$ cat src/rtl/suc_consts.svh
// constants of the serial port: register offsets, field positions, resets, counts
// assumes inclusion by bare name from the rtl files of this block
`ifndef SUC_CONSTS_SVH
`define SUC_CONSTS_SVH
// =====================================================================
// register offsets on the plain register port
`define SUC_ADDR_CONTROL   3'h0
`define SUC_ADDR_BUFFER    3'h1
`define SUC_ADDR_POWER     3'h2
`define SUC_ADDR_CONFIG    3'h3
`define SUC_ADDR_T1_RELOAD 3'h4
`define SUC_ADDR_T2_LOW    3'h5
`define SUC_ADDR_T2_HIGH   3'h6
// =====================================================================
// field positions of serial_control
`define SUC_RX_DONE   0
`define SUC_TX_DONE   1
`define SUC_RX_NINTH  2
`define SUC_TX_NINTH  3
`define SUC_RX_ENABLE 4
`define SUC_MULTIPROC 5
`define SUC_MODE_LSB  6
// field positions of power_control and the configuration register
`define SUC_BAUD_DOUBLER   7
`define SUC_CFG_IRQ_EN     0
`define SUC_CFG_T1_SEL_LSB 1
`define SUC_CFG_TX_T2      4
`define SUC_CFG_RX_T2      5
// =====================================================================
// reset values
`define SUC_BYTE_RESET   8'h00
`define SUC_RELOAD_RESET 16'h0000
// =====================================================================
// timing counts in system clocks or oversample ticks
`define SUC_MODE0_LAST  4'hb
`define SUC_MODE0_HALF  4'h5
`define SUC_T1_PRE_LAST 4'hb
`define SUC_OVS_LAST    4'hf
`define SUC_START_CHECK 4'h7
`define SUC_FIX_SLOW    2'h3
`define SUC_FIX_FAST    2'h1
`endif

$ cat src/rtl/suc_pkg.sv
// types of the serial port: modes and one-hot state codes
// assumes nothing beyond a SystemVerilog compiler
package suc_pkg;
  typedef enum logic [1:0] {
    SUC_MODE0 = 2'h0,
    SUC_MODE1 = 2'h1,
    SUC_MODE2 = 2'h2,
    SUC_MODE3 = 2'h3
  } suc_mode_type;
  typedef enum logic [3:0] {
    TX_IDLE  = 4'h1,
    TX_START = 4'h2,
    TX_DATA  = 4'h4,
    TX_STOP  = 4'h8
  } suc_tx_state_type;
  typedef enum logic [3:0] {
    RX_IDLE  = 4'h1,
    RX_START = 4'h2,
    RX_DATA  = 4'h4,
    RX_STOP  = 4'h8
  } suc_rx_state_type;
  typedef enum logic [2:0] {
    S0_IDLE  = 3'h1,
    S0_SHIFT = 3'h2,
    S0_DONE  = 3'h4
  } suc_sync_state_type;
endpackage

$ cat src/rtl/suc_pin_sync.sv
// three-stage synchroniser for a pin; the level follows once stages two and three agree
// assumes an asynchronous input and the block clock ref_clk
`timescale 1ns/10ps
module suc_pin_sync #(
  parameter logic RESET_LEVEL = 1'b1
) (
  // clock and reset
  input  wire logic ref_clk,
  input  wire logic rst,
  // pin and filtered level
  input  wire logic pinIn,
  output logic      level
);
  logic stage1;
  logic stage2;
  logic stage3;
  // =====================================================================
  // stage one is read only by stage two
  always_ff @(posedge ref_clk) begin
    if (rst) begin
      stage1 <= RESET_LEVEL;
      stage2 <= RESET_LEVEL;
      stage3 <= RESET_LEVEL;
    end else begin
      stage1 <= pinIn;
      stage2 <= stage1;
      stage3 <= stage2;
    end
  end
  // a change counts only when the last two stages agree
  always_ff @(posedge ref_clk) begin
    if (rst) begin
      level <= RESET_LEVEL;
    end else if (stage2 == stage3) begin
      level <= stage3;
    end
  end
endmodule

$ cat src/rtl/suc_baud_gen.sv
// baud sources: timer 1 auto-reload, timer 2 baud generator, fixed mode 2 divider
// outputs are one-cycle ticks at sixteen times the bit rate
`timescale 1ns/10ps
`include "suc_consts.svh"
module suc_baud_gen
  import suc_pkg::*;
(
  // clock and reset
  input  wire logic         ref_clk,
  input  wire logic         rst,
  // configuration
  input  wire suc_mode_type mode,
  input  wire logic         baudDoubler,
  input  wire logic [1:0]   t1ClkSel,
  input  wire logic         t1ExtLevel,
  input  wire logic [7:0]   t1Reload,
  input  wire logic [15:0]  t2Reload,
  input  wire logic         txT2Sel,
  input  wire logic         rxT2Sel,
  // oversample ticks
  output logic              txTick,
  output logic              rxTick
);
  logic [3:0]  preCnt;
  logic [7:0]  t1Cnt;
  logic        t1Half;
  logic        extPrev;
  logic        t2Phase;
  logic [15:0] t2Cnt;
  logic [1:0]  fixCnt;
  logic        t1Step;
  logic        t1Ovf;
  logic        t1Tick;
  logic        t2Ovf;
  logic        fixTick;
  // =====================================================================
  // timer 1 clock: system clock, system clock over twelve, or external edge
  assign t1Step = (t1ClkSel == 2'h0) ? 1'b1 :
                  (t1ClkSel == 2'h1) ? (preCnt == `SUC_T1_PRE_LAST) :
                  (t1ClkSel == 2'h2) ? (t1ExtLevel & ~extPrev) : 1'b0;
  assign t1Ovf  = t1Step && (t1Cnt == 8'hff);
  // without the doubler every second overflow counts, giving one over thirty-two
  assign t1Tick = t1Ovf && (baudDoubler || t1Half);
  assign t2Ovf  = t2Phase && (t2Cnt == 16'hffff);
  assign fixTick = (fixCnt == (baudDoubler ? `SUC_FIX_FAST : `SUC_FIX_SLOW));
  // transmit and receive choose their sources separately
  assign txTick = (mode == SUC_MODE2) ? fixTick : (txT2Sel ? t2Ovf : t1Tick);
  assign rxTick = (mode == SUC_MODE2) ? fixTick : (rxT2Sel ? t2Ovf : t1Tick);
  // timer 1 prescaler, counter and overflow halver
  always_ff @(posedge ref_clk) begin
    if (rst) begin
      preCnt  <= 4'h0;
      t1Cnt   <= 8'h00;
      t1Half  <= 1'b0;
      extPrev <= 1'b0;
    end else begin
      preCnt  <= (preCnt == `SUC_T1_PRE_LAST) ? 4'h0 : preCnt + 4'h1;
      extPrev <= t1ExtLevel;
      if (t1Ovf) begin
        t1Cnt  <= t1Reload;
        t1Half <= ~t1Half;
      end else if (t1Step) begin
        t1Cnt <= t1Cnt + 8'h01;
      end
    end
  end
  // timer 2 always runs as baud generator at half the system clock
  always_ff @(posedge ref_clk) begin
    if (rst) begin
      t2Phase <= 1'b0;
      t2Cnt   <= `SUC_RELOAD_RESET;
    end else begin
      t2Phase <= ~t2Phase;
      if (t2Ovf) begin
        t2Cnt <= t2Reload;
      end else if (t2Phase) begin
        t2Cnt <= t2Cnt + 16'h0001;
      end
    end
  end
  // fixed divider for mode 2: tick every two or four clocks
  always_ff @(posedge ref_clk) begin
    if (rst) begin
      fixCnt <= 2'h0;
    end else begin
      fixCnt <= fixTick ? 2'h0 : fixCnt + 2'h1;
    end
  end
endmodule

$ cat src/rtl/suc_serial_port.sv
// serial port with synchronous mode 0 and asynchronous modes 1 to 3
// assumes a register master on ref_clk and one-cycle strobes; pins are asynchronous
// Summary of operation
// - received bytes move into a separate holding register
// - buffer read gives receive data, write transmits
// - control bit 1 transmit done, bit 0 receive done
// - done flags stay set until software clears
// - mode field selects one of four framings
// - mode 0 master: data on rx, clock on tx
// - mode 0 write shifts eight bits LSB first
// - mode 0 receive needs enable, flag clear; halts
// - mode 0 shift clock is system clock/12
// - mode 1 frame: start, eight data, stop
// - mode 1 transmit done at stop bit start
// - mode 1 accept needs flag clear; stop bit checked only with multiproc
// - accept stores byte, ninth, flag; reject nothing
// - interrupt request when enabled and flag set
// - timer rollover gives one baud logic clock
// - doubler picks 1/16 or 1/32 timer 1 rate
// - timer 1 clock: system, /12 or external
// - timer 2 select forces baud generator, no irq
// - nine-bit modes carry ninth bit both ways
// - mode 2 rate system clock /64 or /32
// - mode 3 is mode 2 with timer rate
//
// Implementation choices: the strobed register port and the placing of the registers.
`timescale 1ns/10ps
`include "suc_consts.svh"
module suc_serial_port
  import suc_pkg::*;
(
  // clock and reset
  input  wire logic       ref_clk,
  input  wire logic       rst,
  // register port
  input  wire logic [2:0] regAddr,
  input  wire logic [7:0] regWrData,
  input  wire logic       regWrStrobe,
  input  wire logic       regRdStrobe,
  output logic      [7:0] regRdData,
  // serial pins
  input  wire logic       rxIn,
  output logic            rxOut,
  output logic            rxOe,
  output logic            txPin,
  input  wire logic       t1ExtPin,
  // system signals
  output logic            serialIrq,
  output logic            timer2IrqOff
);
  suc_mode_type       mode;
  suc_tx_state_type   txState;
  suc_rx_state_type   rxState;
  suc_sync_state_type m0State;
  logic rxDone, txDone, rxNinth, txNinth, rxEnable, multiproc;
  logic baudDoubler, irqEnable, txT2Sel, rxT2Sel;
  logic [1:0]  t1ClkSel;
  logic [7:0]  t1Reload;
  logic [15:0] t2Reload;
  logic [7:0]  rxBuffer;
  logic        rxLevel, t1ExtLevel, rxPrev, txTick, rxTick;
  logic        txLine, m0Tx, m0Clk;
  logic [8:0]  txShift;
  logic [8:0]  rxShift;
  logic [3:0]  txCnt, rxCnt, txBit, rxBit, m0Phase;
  logic [2:0]  m0Bit;
  logic [7:0]  m0Shift;
  logic        wrCtrl, wrBuf, nineBit, asyncTiSet, m0TxEnd, m0RxLoad;
  logic        rxFinish, rxNinthSample, accept;
  logic [7:0]  rxData;
  logic [3:0]  lastBit;
  // =====================================================================
  // pin synchronisers and baud sources
  suc_pin_sync #(.RESET_LEVEL(1'b1)) u_rx_sync (
    .ref_clk (ref_clk),
    .rst     (rst),
    .pinIn   (rxIn),
    .level   (rxLevel)
  );
  suc_pin_sync #(.RESET_LEVEL(1'b0)) u_t1_sync (
    .ref_clk (ref_clk),
    .rst     (rst),
    .pinIn   (t1ExtPin),
    .level   (t1ExtLevel)
  );
  suc_baud_gen u_baud (
    .ref_clk     (ref_clk),
    .rst         (rst),
    .mode        (mode),
    .baudDoubler (baudDoubler),
    .t1ClkSel    (t1ClkSel),
    .t1ExtLevel  (t1ExtLevel),
    .t1Reload    (t1Reload),
    .t2Reload    (t2Reload),
    .txT2Sel     (txT2Sel),
    .rxT2Sel     (rxT2Sel),
    .txTick      (txTick),
    .rxTick      (rxTick)
  );
  // =====================================================================
  // decode and shared terms
  assign wrCtrl  = regWrStrobe && (regAddr == `SUC_ADDR_CONTROL);
  assign wrBuf   = regWrStrobe && (regAddr == `SUC_ADDR_BUFFER);
  assign nineBit = mode[1];
  assign lastBit = nineBit ? 4'h8 : 4'h7;
  assign serialIrq    = irqEnable && (txDone || rxDone);
  assign timer2IrqOff = txT2Sel || rxT2Sel;
  // the shift clock owns the tx pin while mode 0 runs
  assign txPin = (m0State != S0_IDLE) ? m0Clk : txLine;
  assign rxOe  = (m0State == S0_SHIFT) && m0Tx;
  // plain control fields written by software
  always_ff @(posedge ref_clk) begin
    if (rst) begin
      mode <= SUC_MODE0;
      {txNinth, rxEnable, multiproc} <= 3'h0;
      {baudDoubler, irqEnable, txT2Sel, rxT2Sel} <= 4'h0;
      t1ClkSel <= 2'h0;
      t1Reload <= `SUC_BYTE_RESET;
      t2Reload <= `SUC_RELOAD_RESET;
    end else if (regWrStrobe) begin
      case (regAddr)
        `SUC_ADDR_CONTROL: begin
          mode      <= suc_mode_type'(regWrData[`SUC_MODE_LSB+:2]);
          txNinth   <= regWrData[`SUC_TX_NINTH];
          rxEnable  <= regWrData[`SUC_RX_ENABLE];
          multiproc <= regWrData[`SUC_MULTIPROC];
        end
        `SUC_ADDR_POWER: baudDoubler <= regWrData[`SUC_BAUD_DOUBLER];
        `SUC_ADDR_CONFIG: begin
          irqEnable <= regWrData[`SUC_CFG_IRQ_EN];
          t1ClkSel  <= regWrData[`SUC_CFG_T1_SEL_LSB+:2];
          txT2Sel   <= regWrData[`SUC_CFG_TX_T2];
          rxT2Sel   <= regWrData[`SUC_CFG_RX_T2];
        end
        `SUC_ADDR_T1_RELOAD: t1Reload <= regWrData;
        `SUC_ADDR_T2_LOW: t2Reload[7:0] <= regWrData;
        `SUC_ADDR_T2_HIGH: t2Reload[15:8] <= regWrData;
        default: t1Reload <= t1Reload;
      endcase
    end
  end
  // done flags: hardware sets, only software clears, a set beats a clear
  always_ff @(posedge ref_clk) begin
    if (rst) begin
      txDone <= 1'b0;
      rxDone <= 1'b0;
    end else begin
      txDone <= (asyncTiSet || m0TxEnd) || (wrCtrl ? regWrData[`SUC_TX_DONE] : txDone);
      rxDone <= (accept || m0RxLoad) || (wrCtrl ? regWrData[`SUC_RX_DONE] : rxDone);
    end
  end
  // holding register keeps the last byte while the shifter takes the next
  always_ff @(posedge ref_clk) begin
    if (rst) begin
      rxBuffer <= `SUC_BYTE_RESET;
      rxNinth  <= 1'b0;
    end else if (accept) begin
      rxBuffer <= rxData;
      rxNinth  <= rxNinthSample;
    end else if (m0RxLoad) begin
      rxBuffer <= m0Shift;
    end else if (wrCtrl) begin
      rxNinth <= regWrData[`SUC_RX_NINTH];
    end
  end
  // read data stand for the one cycle after the strobe, zero otherwise
  always_ff @(posedge ref_clk) begin
    if (rst || !regRdStrobe) begin
      regRdData <= 8'h00;
    end else begin
      case (regAddr)
        `SUC_ADDR_CONTROL: regRdData <= {mode, multiproc, rxEnable, txNinth, rxNinth,
                                         txDone, rxDone};
        `SUC_ADDR_BUFFER: regRdData <= rxBuffer;
        `SUC_ADDR_POWER: regRdData <= {baudDoubler, 7'h00};
        `SUC_ADDR_CONFIG: regRdData <= {2'h0, rxT2Sel, txT2Sel, 1'b0, t1ClkSel, irqEnable};
        `SUC_ADDR_T1_RELOAD: regRdData <= t1Reload;
        `SUC_ADDR_T2_LOW: regRdData <= t2Reload[7:0];
        `SUC_ADDR_T2_HIGH: regRdData <= t2Reload[15:8];
        default: regRdData <= 8'h00;
      endcase
    end
  end
  // =====================================================================
  // asynchronous transmitter, sixteen ticks per bit
  assign asyncTiSet = (txState == TX_DATA) && txTick && (txCnt == `SUC_OVS_LAST) &&
                      (txBit == lastBit);
  always_ff @(posedge ref_clk) begin
    if (rst) begin
      txState <= TX_IDLE;
      txLine  <= 1'b1;
      txShift <= 9'h000;
      txCnt   <= 4'h0;
      txBit   <= 4'h0;
    end else begin
      if (txTick) begin
        txCnt <= txCnt + 4'h1;
      end
      case (txState)
        TX_IDLE: begin
          txLine <= 1'b1;
          // writes while a frame runs are dropped so a frame is never torn
          if (wrBuf && (mode != SUC_MODE0)) begin
            txShift <= {txNinth, regWrData};
            txState <= TX_START;
            txLine  <= 1'b0;
            txCnt   <= 4'h0;
          end
        end
        TX_START: begin
          if (txTick && (txCnt == `SUC_OVS_LAST)) begin
            txState <= TX_DATA;
            txLine  <= txShift[0];
            txBit   <= 4'h0;
          end
        end
        TX_DATA: begin
          if (txTick && (txCnt == `SUC_OVS_LAST)) begin
            txShift <= {1'b0, txShift[8:1]};
            txBit   <= txBit + 4'h1;
            if (txBit == lastBit) begin
              txState <= TX_STOP;
              txLine  <= 1'b1;
            end else begin
              txLine <= txShift[1];
            end
          end
        end
        TX_STOP: begin
          if (txTick && (txCnt == `SUC_OVS_LAST)) begin
            txState <= TX_IDLE;
          end
        end
        default: txState <= TX_IDLE;
      endcase
    end
  end
  // =====================================================================
  // asynchronous receiver: start edge, check at mid start bit, then mid bits
  assign rxFinish = (rxState == RX_STOP) && rxTick && (rxCnt == `SUC_OVS_LAST);
  assign rxNinthSample = nineBit ? rxShift[8] : rxLevel;
  assign rxData = nineBit ? rxShift[7:0] : rxShift[8:1];
  assign accept = rxFinish && !rxDone && (!multiproc || rxNinthSample);
  always_ff @(posedge ref_clk) begin
    if (rst) begin
      rxState <= RX_IDLE;
      rxPrev  <= 1'b1;
      rxShift <= 9'h000;
      rxCnt   <= 4'h0;
      rxBit   <= 4'h0;
    end else begin
      rxPrev <= rxLevel;
      if (rxTick) begin
        rxCnt <= rxCnt + 4'h1;
      end
      case (rxState)
        RX_IDLE: begin
          if (rxEnable && (mode != SUC_MODE0) && rxPrev && !rxLevel) begin
            rxState <= RX_START;
            rxCnt   <= 4'h0;
          end
        end
        RX_START: begin
          if (rxTick && (rxCnt == `SUC_START_CHECK)) begin
            // a glitch that is gone by mid start bit is not a frame
            rxState <= rxLevel ? RX_IDLE : RX_DATA;
            rxCnt   <= 4'h0;
            rxBit   <= 4'h0;
          end
        end
        RX_DATA: begin
          if (rxTick && (rxCnt == `SUC_OVS_LAST)) begin
            rxShift <= {rxLevel, rxShift[8:1]};
            rxBit   <= rxBit + 4'h1;
            if (rxBit == lastBit) begin
              rxState <= RX_STOP;
            end
          end
        end
        RX_STOP: begin
          if (rxFinish) begin
            rxState <= RX_IDLE;
          end
        end
        default: rxState <= RX_IDLE;
      endcase
    end
  end
  // =====================================================================
  // mode 0 shift engine: twelve clocks per bit, clock low then high
  assign m0TxEnd  = (m0State == S0_SHIFT) && m0Tx && (m0Phase == `SUC_MODE0_LAST) &&
                    (m0Bit == 3'h7);
  assign m0RxLoad = (m0State == S0_DONE);
  always_ff @(posedge ref_clk) begin
    if (rst) begin
      m0State <= S0_IDLE;
      m0Tx    <= 1'b0;
      m0Clk   <= 1'b1;
      m0Phase <= 4'h0;
      m0Bit   <= 3'h0;
      m0Shift <= 8'h00;
      rxOut   <= 1'b1;
    end else begin
      case (m0State)
        S0_IDLE: begin
          m0Clk   <= 1'b1;
          m0Phase <= 4'h0;
          m0Bit   <= 3'h0;
          if ((mode == SUC_MODE0) && wrBuf) begin
            m0Tx    <= 1'b1;
            m0Shift <= regWrData;
            rxOut   <= regWrData[0];
            m0Clk   <= 1'b0;
            m0State <= S0_SHIFT;
          end else if ((mode == SUC_MODE0) && rxEnable && !rxDone) begin
            m0Tx    <= 1'b0;
            m0Clk   <= 1'b0;
            m0State <= S0_SHIFT;
          end
        end
        S0_SHIFT: begin
          m0Phase <= (m0Phase == `SUC_MODE0_LAST) ? 4'h0 : m0Phase + 4'h1;
          if (m0Phase == `SUC_MODE0_HALF) begin
            m0Clk <= 1'b1;
            if (!m0Tx) begin
              m0Shift <= {rxLevel, m0Shift[7:1]};
            end
          end
          if (m0Phase == `SUC_MODE0_LAST) begin
            m0Bit <= m0Bit + 3'h1;
            if (m0Tx) begin
              m0Shift <= {1'b0, m0Shift[7:1]};
              rxOut   <= m0Shift[1];
            end
            if (m0Bit == 3'h7) begin
              m0State <= m0Tx ? S0_IDLE : S0_DONE;
            end else begin
              m0Clk <= 1'b0;
            end
          end
        end
        S0_DONE: m0State <= S0_IDLE;
        default: m0State <= S0_IDLE;
      endcase
    end
  end
endmodule

$ cat config.mk
export PLATFORM = sky130hd
export DESIGN_NAME = suc_serial_port
export DESIGN_NICKNAME = d
export VERILOG_FILES = /design/src/rtl/suc_pkg.sv /design/src/rtl/suc_pin_sync.sv /design/src/rtl/suc_baud_gen.sv /design/src/rtl/suc_serial_port.sv
export VERILOG_INCLUDE_DIRS = /design/src /design/src/rtl
export SDC_FILE = /design/constraint.sdc
export NUM_CORES = 1
export LEC_CHECK = 0
export BUFFER_PORTS_ARGS = -buffer_cell sky130_fd_sc_hd__buf_4
export CORE_MARGIN = 8
export CORE_UTILIZATION = 63
export DETAILED_ROUTE_END_ITERATION = 8
export PLACE_DENSITY = 0.85
export SYNTH_ARGS = -nofsm -noshare
export SYNTH_HDL_FRONTEND = slang
export SYNTH_HIERARCHICAL = 1
export SYNTH_SLANG_ARGS = --single-unit
export TNS_END_PERCENT = 10
$ cat constraint.sdc
create_clock -name ref_clk -period 8.4 [get_ports ref_clk]
set_input_delay 0.42 -clock ref_clk [delete_from_list [all_inputs] [get_ports ref_clk]]
set_output_delay 0.42 -clock ref_clk [all_outputs]
set_load 0.005 [all_outputs]
* Yosys cells after proc, flatten, opt, wreduce, memory -nomap -nowiden
Index checks and enable logic that the tools add are counted.
** Operators by class
- Add/subtract/negate cells :: 10
- Equal/unequal tests :: 51
- Muxes and demuxes :: 86
- Bitwise operators :: 4
- Reduce and logical (&&, ||, !) cells :: 74
** Operator list (number)
- two-way mux 4 bit :: 22
- two-way mux 8 bit :: 10
- case mux 8 bit (7 select lines) :: 1
- two-way mux 16 bit :: 2
- case mux 4 bit (2 select lines) :: 4
- case mux 4 bit (4 select lines) :: 2
- two-way mux 1 bit :: 28
- logical AND 1 bit :: 26
- adder 4 x 1 -> 4 bit (second input constant) :: 6
- == test 4 bit (second input constant) :: 6
- AND reduction 2 bit :: 11
- two-way mux 3 bit :: 7
- inequality test 2 bit (second input constant) :: 10
- nonzero test 2 bit :: 10
- two-way mux 9 bit :: 2
- case mux 9 bit (2 select lines) :: 1
- adder 16 x 1 -> 16 bit (second input constant) :: 1
- == test 16 bit (second input constant) :: 1
- == test 4 x 3 -> 1 bit (second input constant) :: 4
- case mux 8 bit (2 select lines) :: 1
- == test 3 bit (second input constant) :: 5
- AND reduction 3 bit :: 5
- case mux 3 bit (2 select lines) :: 2
- inequality test 2 x 1 -> 1 bit (second input constant) :: 5
- 28 further kinds :: 53
** Storage, ports and cells
- Flip-flop bits (word level) :: 160
- Bits of input ports :: 17
- Output and inout port bits :: 13
- Logic and storage cells :: 274

* Depth between registers and ports, before layout
Gate-level depths: netlist of the first run.
- Word-level depth :: 15
- Depth in mapped cells :: 11
- Gate-level depth less buffers :: 10

* By module
Netlist of the first run, hierarchy kept.
** By module, submodules not included
- suc_serial_port :: instances 1, cells an instance 676, area each 5654.2 µm²
- suc_baud_gen :: instances 1, cells an instance 231, area each 1885.6 µm²
- suc_pin_sync at u_rx_sync :: instances 1, cells an instance 10, area each 115.1 µm²
- suc_pin_sync at u_t1_sync :: instances 1, cells an instance 10, area each 112.6 µm²

* Worst setup path after synthesis of the first run
No wires, ideal clock.
- Path type :: register -> register
- Start point :: register t1ClkSel[0]
- End point :: register txLine
- Library setup time :: 124 ps
- Arrival time :: 2825 ps
- Setup slack :: 5452 ps
- Stages on the path, launching flop included :: 9
- Path buffers :: 0
- Period minus slack after synthesis :: 2948 ps
- Cell sequence :: dfxtp_1 -> or3b_4 -> a221o_2 -> nor4_1 -> a311o_1 -> nand4_2 -> or4_1 -> a221oi_1 -> o21bai_1
** On the way
- Cells in the longest elaborated chain, start to end :: 11
- Elaborated cells on any way between the ends :: 14
- Those cells by class :: 4 x eq/ne; 5 x mux; 5 x reduce/logical
** RTL lines
- start: declaration :: line suc_serial_port.sv:57 : logic [1:0] t1ClkSel;
- start signal: assignment :: line suc_serial_port.sv:131 : t1ClkSel <= regWrData[`SUC_CFG_T1_SEL_LSB+:2];
- == test 2 bit :: line suc_baud_gen.sv:40 : (t1ClkSel == 2'h2) ? (t1ExtLevel & ~extPrev) : 1'b0;
- two-way mux 1 bit :: line suc_baud_gen.sv:40
- two-way mux 1 bit :: line suc_baud_gen.sv:39 : (t1ClkSel == 2'h1) ? (preCnt == `SUC_T1_PRE_LAST) :
- two-way mux 1 bit * :: line suc_baud_gen.sv:38 : assign t1Step = (t1ClkSel == 2'h0) ? 1'b1 :
- logical AND 1 bit * :: line suc_baud_gen.sv:41 : assign t1Ovf = t1Step && (t1Cnt == 8'hff);
- logical AND 1 bit * :: line suc_baud_gen.sv:43 : assign t1Tick = t1Ovf && (baudDoubler || t1Half);
- two-way mux 1 bit * (2 in a row) :: line suc_baud_gen.sv:47 : assign txTick = (mode == SUC_MODE2) ? fixTick : (txT2Sel ? t2Ovf : t1Tick);
- net txTick :: line suc_serial_port.sv:61 : logic rxLevel, t1ExtLevel, rxPrev, txTick, rxTick;
- logical AND 1 bit * :: line suc_serial_port.sv:211, suc_serial_port.sv:218
- inequality test 2 bit (no line) or inequality test 2 x 1 -> 1 bit (tied branches)
- AND reduction 3 bit (no line) *
- end signal: assignment :: line suc_serial_port.sv:213 : txLine <= txShift[0];
- end signal: assignment :: line suc_serial_port.sv:225 : txLine <= txShift[1];
- end: declaration :: line suc_serial_port.sv:62 : logic txLine, m0Tx, m0Clk;
Mark *: on every way through the listed nets, which the timed path passes. The rest lies on a longest branch.
A chain may end at the register's enable or synchronous reset.

* Final worst setup path of the first run
- Start point :: register t1ClkSel[0]
- End point :: register rxBuffer[3]
** On the way
- Cells in the longest elaborated chain, start to end :: 13
- Elaborated cells on any way between the ends :: 16
- Those cells by class :: 2 x eq/ne; 6 x mux; 8 x reduce/logical
** RTL lines
- == test 2 bit :: line suc_baud_gen.sv:40
- two-way mux 1 bit :: line suc_baud_gen.sv:40
- two-way mux 1 bit :: line suc_baud_gen.sv:39
- two-way mux 1 bit * :: line suc_baud_gen.sv:38
- logical AND 1 bit * :: line suc_baud_gen.sv:41
- logical AND 1 bit * :: line suc_baud_gen.sv:43
- two-way mux 1 bit * (2 in a row) :: line suc_baud_gen.sv:48 : assign rxTick = (mode == SUC_MODE2) ? fixTick : (rxT2Sel ? t2Ovf : t1Tick);
- net rxTick :: line suc_serial_port.sv:61
- logical AND 1 bit * (2 in a row) :: line suc_serial_port.sv:240 : assign rxFinish = (rxState == RX_STOP) && rxTick && (rxCnt == `SUC_OVS_LAST);
- logical AND 1 bit * (2 in a row) :: line suc_serial_port.sv:243 : assign accept = rxFinish && !rxDone && (!multiproc || rxNinthSample);
- two-way mux 8 bit or nonzero test 2 bit (tied branches)
- end signal: assignment :: line suc_serial_port.sv:155 : rxBuffer <= `SUC_BYTE_RESET;
- end signal: assignment :: line suc_serial_port.sv:158 : rxBuffer <= rxData;
- end signal: assignment :: line suc_serial_port.sv:161 : rxBuffer <= m0Shift;
- end: declaration :: line suc_serial_port.sv:60 : logic [7:0] rxBuffer;
Marked as above.

==> results of run 1 <==
==> report_power, final <==
part           switching (mW)  leakage (nW)  internal (mW)
clock network           0.323         0.293          0.501
logic                  0.0765          1.48         0.0481
registers              0.0218          1.30          0.777
==> stage by stage <==
step	setup WS [ns]	hold WS [ns]	area, µm²
3_5_place_dp	5.15	0.408	7930
5_1_grt	4.83	0.168	8570
2_1_floorplan	5.45	0.385	7770
3_3_place_gp	5.28	0.403	7930
4_1_cts	5.10	0.168	8570
6_report	5.05	0.171	8570
==> worst max-delay path, delay by kind of cell, from the launching register on <==
family / cells / cell delay [ns]
AOI/OAI and AO/OA: 4 / 1.18
and+or+nand+nor: 4 / 1.71
DFF: 1 / 0.37
==> flip-flops by register name, indices dropped and copies added (netlist names), 4 cells and up <==
register	count
m0Phase	4
m0Shift	8
regRdData	8
rxBit	4
rxBuffer	8
rxCnt	4
rxShift	9
rxState	4
t1Reload	8
t2Reload	16
txBit	4
txCnt	4
txShift	9
txState	4
u_baud/preCnt	4
u_baud/t1Cnt	8
u_baud/t2Cnt	16
==> area by class of cell <==
class | count | area, µm² | area share (%)
Timing Repair Buffer | 31 | 233 | 2.72
Sequential cell | 160 | 3200 | 37.4
Inverter | 15 | 56.3 | 0.657
Clock buffer | 17 | 425 | 4.97
Clock inverter | 15 | 206 | 2.41
Tap cell | 147 | 184 | 2.15
Multi-Input combinational cell | 703 | 4260 | 49.7
==> path summary, 6_finish.rpt <==
check	endpoint	slack (ns)	depth (start not counted)
worst max register to register	rxBuffer[3]	5.05	8
worst min register to register	u_rx_sync/stage2	0.42	1
worst min-delay path	u_rx_sync/stage1	0.17	2
worst max-delay path	rxBuffer[3]	5.05	8
==> cells by family after synthesis <==
kind of cell    synth area share (%)
flops                           41.2
xor+xnor                        1.13
compound gates                  18.1
fa+ha+maj                       1.93
mux                             5.44
buf+inv                         3.95
simple gates                    28.3
==> Yosys cell counts, types with 3 or more instances <==
cell | instances | area, µm²
buf_1 | 3 | 11.3
a22oi_1 | 16 | 120
nor4_1 | 9 | 56.3
o31ai_1 | 3 | 22.5
and4_1 | 8 | 70.1
clkbuf_1 | 25 | 93.8
a221oi_1 | 3 | 26.3
or2_1 | 3 | 18.8
xor2_1 | 5 | 43.8
buf_2 | 15 | 75.1
a311oi_1 | 4 | 35.0
nand3_1 | 34 | 170
or4_1 | 5 | 37.5
ha_1 | 12 | 150
a21oi_1 | 83 | 415
mux2_2 | 6 | 67.6
nor2b_1 | 21 | 131
or2_2 | 6 | 37.5
o32ai_1 | 3 | 26.3
a41oi_1 | 4 | 35.0
a31oi_1 | 13 | 81.3
nor4b_1 | 4 | 35.0
o21a_1 | 3 | 22.5
nand2_1 | 156 | 586
nor3_1 | 14 | 70.1
nand3b_1 | 11 | 82.6
and3_1 | 10 | 62.6
mux2i_1 | 31 | 310
and2_1 | 7 | 43.8
nor2_1 | 83 | 312
xnor2_1 | 5 | 43.8
dfxtp_1 | 160 | 3200
o211ai_1 | 3 | 22.5
nand4_1 | 19 | 119
o21ai_0 | 22 | 110
a211oi_1 | 28 | 210
nand2b_1 | 8 | 50.1
buf_6 | 5 | 56.3
inv_1 | 15 | 56.3
==> routing by layer <==
layer  part of all wire [%]  up-vias
met5                      0        -
met4                    3.1        0
met3                    7.3       50
met2                     46      326
met1                     43     3341
li1                       -     3360
==> flow_metrics.env, run 1 <==
export IMPL_status="finished clean"
export IMPL_ant_nets=0
export IMPL_synth_edff_count=0
export IMPL_grt_overflow_total=0
export IMPL_worst_slew_pin_slew_ns=1.16
export IMPL_die_y_um=127
export IMPL_top_usage_layer="met2"
export IMPL_final_min_clock_period_ns=3.35
export IMPL_yosysSeqAreaShare_pct=41.2
export IMPL_hold_class="in2reg"
export IMPL_dieWidth_um=127
export IMPL_syn_avg_cell_area_um2=8.38
export IMPL_clk_path_buf_depth=2
export IMPL_r2r_start="t1ClkSel[0]"
export IMPL_fillers=936
export IMPL_viasPerCell=6.50
export IMPL_vias=7077
export IMPL_setup_viol=0
export IMPL_fin_skew_ns=0.00671
export IMPL_clock_sinks=160
export IMPL_grt_pass1_vias=6345
export IMPL_core_region_area_um2=12000
export IMPL_final_nets=957
export IMPL_synthCells=927
export IMPL_wirelength_mm=19.6
export IMPL_numCtsBuffers=17
export IMPL_synth_async_reset_ratio_pct=0
export IMPL_cts_repair_resized=0
export IMPL_setup_tns_ns=0
export IMPL_crit_chain="or3b_4 > a221o_2 > nor4_1 > a311o_1 > and4_1 > and4_1 > a211oi_1 > a211oi_1"
export IMPL_dp_hpwl_mm=13.4
export IMPL_post_route_period_util_pct=39.9
export IMPL_pin_count=30
export IMPL_layout_drive_gt1_share_pct=10.6
export IMPL_die_area_um2=16100
export IMPL_cp_slowest_cell="and4_1"
export IMPL_layout_commonest_cell="dfxtp_1"
export IMPL_worstHoldStart="rxIn"
export IMPL_grt_util_all_layers_pct=24.3
export IMPL_slowest_delay_ns=0.66
export IMPL_initial_core_util_pct=64.7
export IMPL_startpoint="t1ClkSel[0]"
export IMPL_cts_tree="yes"
export IMPL_drv_cap=0
export IMPL_grtUsageMet2_pct=37.8
export IMPL_drv_slew=0
export IMPL_utilization_pct=71.3
export IMPL_grt_met1_usage_pct=31.9
export IMPL_cts_hold_buf=0
export IMPL_drtIter0Drc=949
export IMPL_worstSetupEndpointType="flop"
export IMPL_syn_num_nets=956
export IMPL_synth_distinct_cells=84
export IMPL_dr_pass1_iters=6
export IMPL_startpoint_type="flop"
export IMPL_gp_congestion=0.886
export IMPL_arrival_ns=3.69
export IMPL_ys_flop_type="dfxtp_1"
export IMPL_synth_seq_cells=160
export IMPL_cts_root_buf="clkbuf_16"
export IMPL_leakage_nw=3.07
export IMPL_portBuffers=29
export IMPL_num_antenna_cells=0
export IMPL_drc_errors=0
export IMPL_syn_to_final_growth_pct=10.3
export IMPL_fmax_ghz=0.298
export IMPL_use_met3_pct=5.03
export IMPL_row_count=40
export IMPL_crit_required_ns=8.73
export IMPL_clock_latency_ns=0.42
export IMPL_yosysWarnings=6
export IMPL_grt_pass1_wl_mm=31.8
export IMPL_rsz0062_at_grt="false"
export IMPL_antenna_found_initial=0
export IMPL_worst_ir_drop_vdd_mv=0.180
export IMPL_cts_setup_buffers=0
export IMPL_finalPower_mw=1.75
export IMPL_place_inst=1056
export IMPL_path_max_fanout=19
export IMPL_wl_per_cell_um=18.1
export IMPL_final_cells=1088
export IMPL_p_per_area_nw_per_um2=204
export IMPL_relSlewSlack_pct=22.1
export IMPL_path_clk_slew_ns=0.06
export IMPL_synth_area_um2=7770
export IMPL_h_tree_depth=4
export IMPL_critical_path_class="reg2reg"
export IMPL_final_cell_mix="160 x dfxtp_1, 156 x nand2_1, 83 x a21oi_1, 83 x nor2_1, 34 x nand3_1"
export IMPL_grt_max_degree=91
export IMPL_hold_violations=0
No activity file was read; power rests on OpenSTA's default activity.
==> run 2: changes to the inputs <==
--- a/config.mk
+++ b/config.mk
@@ -8,9 +8,9 @@
 export LEC_CHECK = 0
 export BUFFER_PORTS_ARGS = -buffer_cell sky130_fd_sc_hd__buf_4
 export CORE_MARGIN = 8
-export CORE_UTILIZATION = 63
+export CORE_UTILIZATION = 62
 export DETAILED_ROUTE_END_ITERATION = 8
-export PLACE_DENSITY = 0.85
+export PLACE_DENSITY = 0.84
 export SYNTH_ARGS = -nofsm -noshare
 export SYNTH_HDL_FRONTEND = slang
 export SYNTH_HIERARCHICAL = 1
==> constraint.sdc (replaced) <==
create_clock -name ref_clk -period 3.3 [get_ports ref_clk]
set_input_delay 0.165 -clock ref_clk [delete_from_list [all_inputs] [get_ports ref_clk]]
set_output_delay 0.165 -clock ref_clk [all_outputs]
set_load 0.005 [all_outputs]
==> run 2 against run 1 <==
Largest cell class unchanged. Sequential share of layout area decreased by 0.65 points. Non-clock buffer count increased by 14. Clock-buffer cell count increased by 5. Die area increased by 1.4%. Maximum frequency increased by 9.2%. Combinational power increased to 2.6 times the previous value. Critical endpoint is now rxBuffer[2]. Power increased to 2.5 times the previous value. Core utilization decreased by 1.1 points. Cell count increased by 3.6%. Sequential cell count unchanged. Critical path depth increased by 2.
==> flow_metrics.env, run 2 (same netlist as run 1, synthesis figures left out) <==
export IMPL_wl_per_cell_um=18.0
export IMPL_rsz0062_at_grt="false"
export IMPL_grt_overflow_total=0
export IMPL_worstHoldStart="regWrData[3]"
export IMPL_grt_max_degree=94
export IMPL_final_min_clock_period_ns=3.07
export IMPL_holdPathStages=3
export IMPL_die_y_um=128
export IMPL_top_usage_layer="met2"
export IMPL_clock_sinks=160
export IMPL_layout_drive_gt1_share_pct=11.7
export IMPL_core_region_area_um2=12400
export IMPL_initial_core_util_pct=62.6
export IMPL_h_tree_depth=4
export IMPL_grt_pass1_wl_mm=33.1
export IMPL_viasPerCell=6.28
export IMPL_hold_class="in2reg"
export IMPL_critical_path_class="reg2reg"
export IMPL_crit_required_ns=3.64
export IMPL_final_cells=1127
export IMPL_hold_violations=0
export IMPL_fmax_ghz=0.326
export IMPL_leakage_nw=3.16
export IMPL_worst_ir_drop_vdd_mv=0.456
export IMPL_pin_count=30
export IMPL_startpoint_type="flop"
export IMPL_status="finished clean"
export IMPL_gp_congestion=0.906
export IMPL_path_max_fanout=19
export IMPL_worst_slack_ns=0.228
export IMPL_grtUsageMet2_pct=40.3
export IMPL_grt_met1_usage_pct=31.8
export IMPL_p_per_area_nw_per_um2=506
export IMPL_antenna_found_initial=0
export IMPL_drtIter0Drc=941
export IMPL_reg2reg_to="rxBuffer[2]"
export IMPL_numCtsBuffers=17
export IMPL_r2r_cells=10
export IMPL_syn_to_final_growth_pct=12.2
export IMPL_post_place_ws_ns=0.226
export IMPL_final_nets=971
export IMPL_relSlewSlack_pct=34.1
export IMPL_worst_slew_pin_slew_ns=0.987
export IMPL_row_count=41
export IMPL_die_area_um2=16400
export IMPL_cts_tree="yes"
export IMPL_place_inst=1093
export IMPL_grt_util_all_layers_pct=25.5
export IMPL_num_antenna_cells=0
export IMPL_setup_tns_ns=0
export IMPL_arrival_ns=3.41
export IMPL_dieWidth_um=128
export IMPL_drv_slew=0
export IMPL_fin_skew_ns=0.00819
export IMPL_clock_latency_ns=0.44
export IMPL_drv_cap=0
export IMPL_path_clk_slew_ns=0.06
export IMPL_r2r_slack_ns=0.23
export IMPL_largestRegisters="t2Reload x16, u_baud/t2Cnt x16"
export IMPL_dr_pass1_iters=8
export IMPL_layout_commonest_cell="dfxtp_1"
export IMPL_drc_errors=0
export IMPL_ant_nets=0
export IMPL_worstSetupEndpointType="flop"
export IMPL_vias=7075
export IMPL_clk_path_buf_depth=2
export IMPL_cts_root_buf="clkbuf_16"
export IMPL_dp_hpwl_mm=13.4
export IMPL_r2r_start="u_baud/t2Cnt[5]"
export IMPL_grt_pass1_vias=6572
export IMPL_final_cell_mix="160 x dfxtp_1, 156 x nand2_1, 83 x a21oi_1, 83 x nor2_1, 42 x buf_4"
export IMPL_holdPathEnd="txNinth"
export IMPL_finalPower_mw=4.41
export IMPL_use_met3_pct=6.78
export IMPL_wirelength_mm=20.2
export IMPL_setup_viol=0
export IMPL_portBuffers=29
export IMPL_post_route_period_util_pct=93.1
==> run 2: cell types whose count changed in the layout (fill, tap and decap cells not counted), moves of 2 or more <==
| cell | change |
|---|---|
| clkinv_2 | +4 |
| inv_6 | -3 |
| clkbuf_8 | +4 |
| buf_4 | +11 |
| dlygate4sd3_1 | +2 |
| clkinvlp_4 | -4 |
==> run 2: worst max path at each step <==
stage                    start     endpoint
6_report       u_baud/t2Cnt[5]  rxBuffer[2]
5_1_grt            t1ClkSel[0]       txLine
4_1_cts            t1ClkSel[0]       txLine
3_5_place_dp       t1ClkSel[0]       txLine
3_3_place_gp       t1ClkSel[0]       txLine
2_1_floorplan      t1ClkSel[0]       txLine
==> run 2: repair_timing <==
item                                    4_1_cts  5_1_grt
hold buffers                                  2        0
gates resized for setup                       0        1
hold endpoints to repair                      2        0
setup buffers                                 0        0
endpoints found under the setup margin        0        1
==> run 2: power by group <==
part / switching (mW) / internal, mW / total (mW)
clock: 0.789 / 1.27 / 2.05
sequential: 0.0494 / 1.98 / 2.03
combinational: 0.203 / 0.127 / 0.330
total: 1.04 / 3.37 / 4.41
==> run 2: final cells by class <==
class	instances	area, µm²
Inverter	15	56.3
Multi-Input combinational cell	703	4270
Timing Repair Buffer	45	355
Clock buffer	22	484
Sequential cell	160	3200
Fill cell	1000	3700
Clock inverter	10	131
Tap cell	172	215
==> run 2: routing by layer <==
layer	share of wire, %	up-vias
li1	-	3403
met1	42	3241
met2	46	373
met3	8.5	58
met4	3.4	0
met5	0	-
==> run 2: critical path: stages, from the launching register on <==
cell and delay, ns:
dfxtp_1 0.46, nand4_1 0.25, or2_2 0.40, nor2_1 0.29
buf_4 0.21, a311o_1 0.32, and4_1 0.30, and4_1 0.20
buf_4 0.22, a211oi_1 0.08, a211oi_1 0.25
==> run 2: per-stage QoR <==
step                      cell area (µm²)  hold slack, ns  utilization (%)
after floorplan                      7770           0.234                -
after global placement               8070           0.351             65.0
after detailed placement             8070           0.349             65.0
after CTS                            8710          0.0260             70.2
after global routing                 8720          0.0260             70.2
final                                8720          0.0364             70.2
==> run 3: changes to the inputs <==
--- a/config.mk
+++ b/config.mk
@@ -13,6 +13,5 @@
 export PLACE_DENSITY = 0.84
 export SYNTH_ARGS = -nofsm -noshare
 export SYNTH_HDL_FRONTEND = slang
-export SYNTH_HIERARCHICAL = 1
 export SYNTH_SLANG_ARGS = --single-unit
 export TNS_END_PERCENT = 10
==> run 3 against run 2 <==
Register-to-register slack gained 0.50 ns. Non-clock buffer count down 3. First-iteration DRC count down 24%. Synthesized cell count down 2.2%. Sequential power about the same. Global-route usage fell by 2.0 points. Combinational power shrank 5%. Sequential cell count stayed put. Final area down 2.2%. Cell count down 2.9%. Die area shrank 1.1%. Clock-buffer cell count rose by 4. Critical path type unchanged. Critical endpoint is now txShift[7]. Largest power group is now registers.
==> flow_metrics.env, run 3 <==
export IMPL_syn_num_nets=935
export IMPL_ys_flop_type="dfxtp_1"
export IMPL_row_count=40
export IMPL_setup_tns_ns=0
export IMPL_yosysSeqAreaShare_pct=41.7
export IMPL_ant_nets=0
export IMPL_layout_commonest_cell="dfxtp_1"
export IMPL_vias=6820
export IMPL_arrival_ns=2.87
export IMPL_crit_required_ns=3.59
export IMPL_die_area_um2=16200
export IMPL_synth_edff_count=0
export IMPL_dieWidth_um=127
export IMPL_hold_class="in2reg"
export IMPL_clock_latency_ns=0.43
export IMPL_yosysWarnings=0
export IMPL_final_nets=942
export IMPL_clock_sinks=160
export IMPL_startpoint_type="flop"
export IMPL_drtIter0Drc=718
export IMPL_worst_slack_ns=0.726
export IMPL_numCtsBuffers=17
export IMPL_gp_congestion=0.900
export IMPL_synth_top_area_share_pct=41.7
export IMPL_synthCells=907
export IMPL_worstSetupEndpointType="flop"
export IMPL_cts_tree="yes"
export IMPL_grt_pass1_wl_mm=30.5
export IMPL_wirelength_mm=18.9
export IMPL_rsz0062_at_grt="false"
export IMPL_status="finished clean"
export IMPL_antenna_found_initial=0
export IMPL_pin_count=30
export IMPL_dp_hpwl_mm=12.7
export IMPL_syn_avg_cell_area_um2=8.46
export IMPL_cp_top_family="simple AND/OR/NAND/NOR gates"
export IMPL_grt_max_degree=57
export IMPL_post_route_period_util_pct=78.0
export IMPL_die_y_um=127
export IMPL_clk_path_buf_depth=2
export IMPL_dr_pass1_iters=5
export IMPL_hold_violations=0
export IMPL_syn_to_final_growth_pct=11.1
export IMPL_fmax_ghz=0.389
export IMPL_cts_root_buf="clkbuf_16"
export IMPL_layout_drive_gt1_share_pct=10.9
export IMPL_h_tree_depth=4
export IMPL_fillers=931
export IMPL_synth_area_um2=7670
export IMPL_grt_pass1_vias=6209
export IMPL_num_antenna_cells=0
export IMPL_relSlewSlack_pct=46.2
export IMPL_yosys_top_cells_count="160 x dfxtp_1, 99 x nand2_1, 92 x nor2_1"
export IMPL_crit_chain="ha_1 > nand4_1 > nor4_4 > nand4_2 > a211o_1 > a221oi_1 > a211oi_1"
export IMPL_cp_slowest_cell="a211o_1"
export IMPL_synth_async_reset_ratio_pct=0
export IMPL_synth_largest_area_cell="dfxtp_1"
export IMPL_crit_buf_inv=0
export IMPL_synth_seq_cells=160
export IMPL_synth_distinct_cells=70
export IMPL_wl_per_cell_um=17.3
export IMPL_path_max_fanout=11
export IMPL_worst_ir_drop_vdd_mv=0.340
export IMPL_portBuffers=29
export IMPL_setup_viol=0
export IMPL_grt_overflow_total=0
export IMPL_critical_path_class="reg2reg"
export IMPL_utilization_pct=70.7
export IMPL_viasPerCell=6.23
export IMPL_final_cell_mix="160 x dfxtp_1, 99 x nand2_1, 92 x nor2_1"
export IMPL_post_place_ws_ns=0.733
export IMPL_core_region_area_um2=12100
export IMPL_finalPower_mw=4.14
export IMPL_synth_area_leaders="dfxtp_1 42%, mux2i_1 5.0%, a21oi_1 4.9%"
export IMPL_fin_skew_ns=0.00757
export IMPL_worst_slew_pin_slew_ns=0.796
export IMPL_drv_cap=0
export IMPL_largestRegisters="t2Reload x16, u_baud.t2Cnt x16"
export IMPL_path_clk_slew_ns=0.06
export IMPL_cts_setup_buffers=0
export IMPL_initial_core_util_pct=63.6
export IMPL_leakage_nw=3.05
export IMPL_synth_most_common_cell="dfxtp_1"
export IMPL_final_min_clock_period_ns=2.57
export IMPL_drv_slew=0
export IMPL_slowest_delay_ns=0.50
export IMPL_drc_errors=0
export IMPL_p_per_area_nw_per_um2=485
export IMPL_grt_util_all_layers_pct=23.5
-- run 3: cell count changes after synthesis, sizes merged, moves of 9 or more --
cell and change:
nand2 -57, a211oi +15, o21ai +14, clkbuf +13
nand4 -13, nor3 +13, a21oi -9
-- run 3: layout make-up --
type | count | area (µm²) | share of cell area, %
Clock inverter | 5 | 28.8 | 0.338
Clock buffer | 26 | 509 | 5.97
Timing Repair Buffer | 42 | 320 | 3.76
Multi-Input combinational cell | 670 | 4170 | 48.9
Sequential cell | 160 | 3200 | 37.6
Tap cell | 168 | 210 | 2.47
Inverter | 23 | 86.3 | 1.01
-- run 3: logic make-up (layout without fill, tap and decap cells) --
logic type / after synthesis / count (layout) / synth area share [%]
multiplexers: 51 / 51 / 7.45
flip-flops: 160 / 160 / 41.7
buffers and inverters: 77 / 96 / 4.03
adder cells (fa/ha/maj): 11 / 11 / 1.79
AND/OR/NAND/NOR: 365 / 365 / 23.9
AO/OA/AOI/OAI: 234 / 234 / 20.1
XOR/XNOR: 9 / 9 / 1.03
-- run 3: path summary, 6_finish.rpt --
kind                    start                to  slack (ns)  cells after the start
min reg2reg  u_rx_sync.stage1  u_rx_sync.stage2        0.41                      1
max           u_baud.t2Cnt[0]        txShift[7]        0.73                      7
max reg2reg   u_baud.t2Cnt[0]        txShift[7]        0.73                      7
min              regWrData[3]       t1Reload[3]        0.06                      3
-- run 3: per-layer routing --
metal	global-route usage, %	wire length (µm)
met5	0	0
met4	12.5	714
met3	6.45	1410
met1	28.7	8130
met2	37.0	8670
-- run 3: worst min-delay path: stages --
cell	delay, ns
buf_4	0.16
nand2_1	0.06
a21oi_1	0.05
-- run 3: through the flow --
stage | instance area [µm²] | hold slack (ns) | std cells
6_report | 8520 | 0.0563 | 1094
5_1_grt | 8520 | 0.0533 | 1094
4_1_cts | 8520 | 0.0383 | 1094
3_5_place_dp | 7970 | 0.353 | 1061
3_3_place_gp | 7970 | 0.353 | 1061
2_1_floorplan | 7670 | 0.269 | 907
-- run 3: power by group --
part,switching (mW),internal (mW)
clock,0.750,1.05
sequential,0.0416,1.98
combinational,0.202,0.113
-- run 3: timing repair --
action	in CTS	in global routing
endpoints found under the setup margin	0	0
hold endpoints to repair	2	0
resized for setup	0	0
hold buffers	2	0
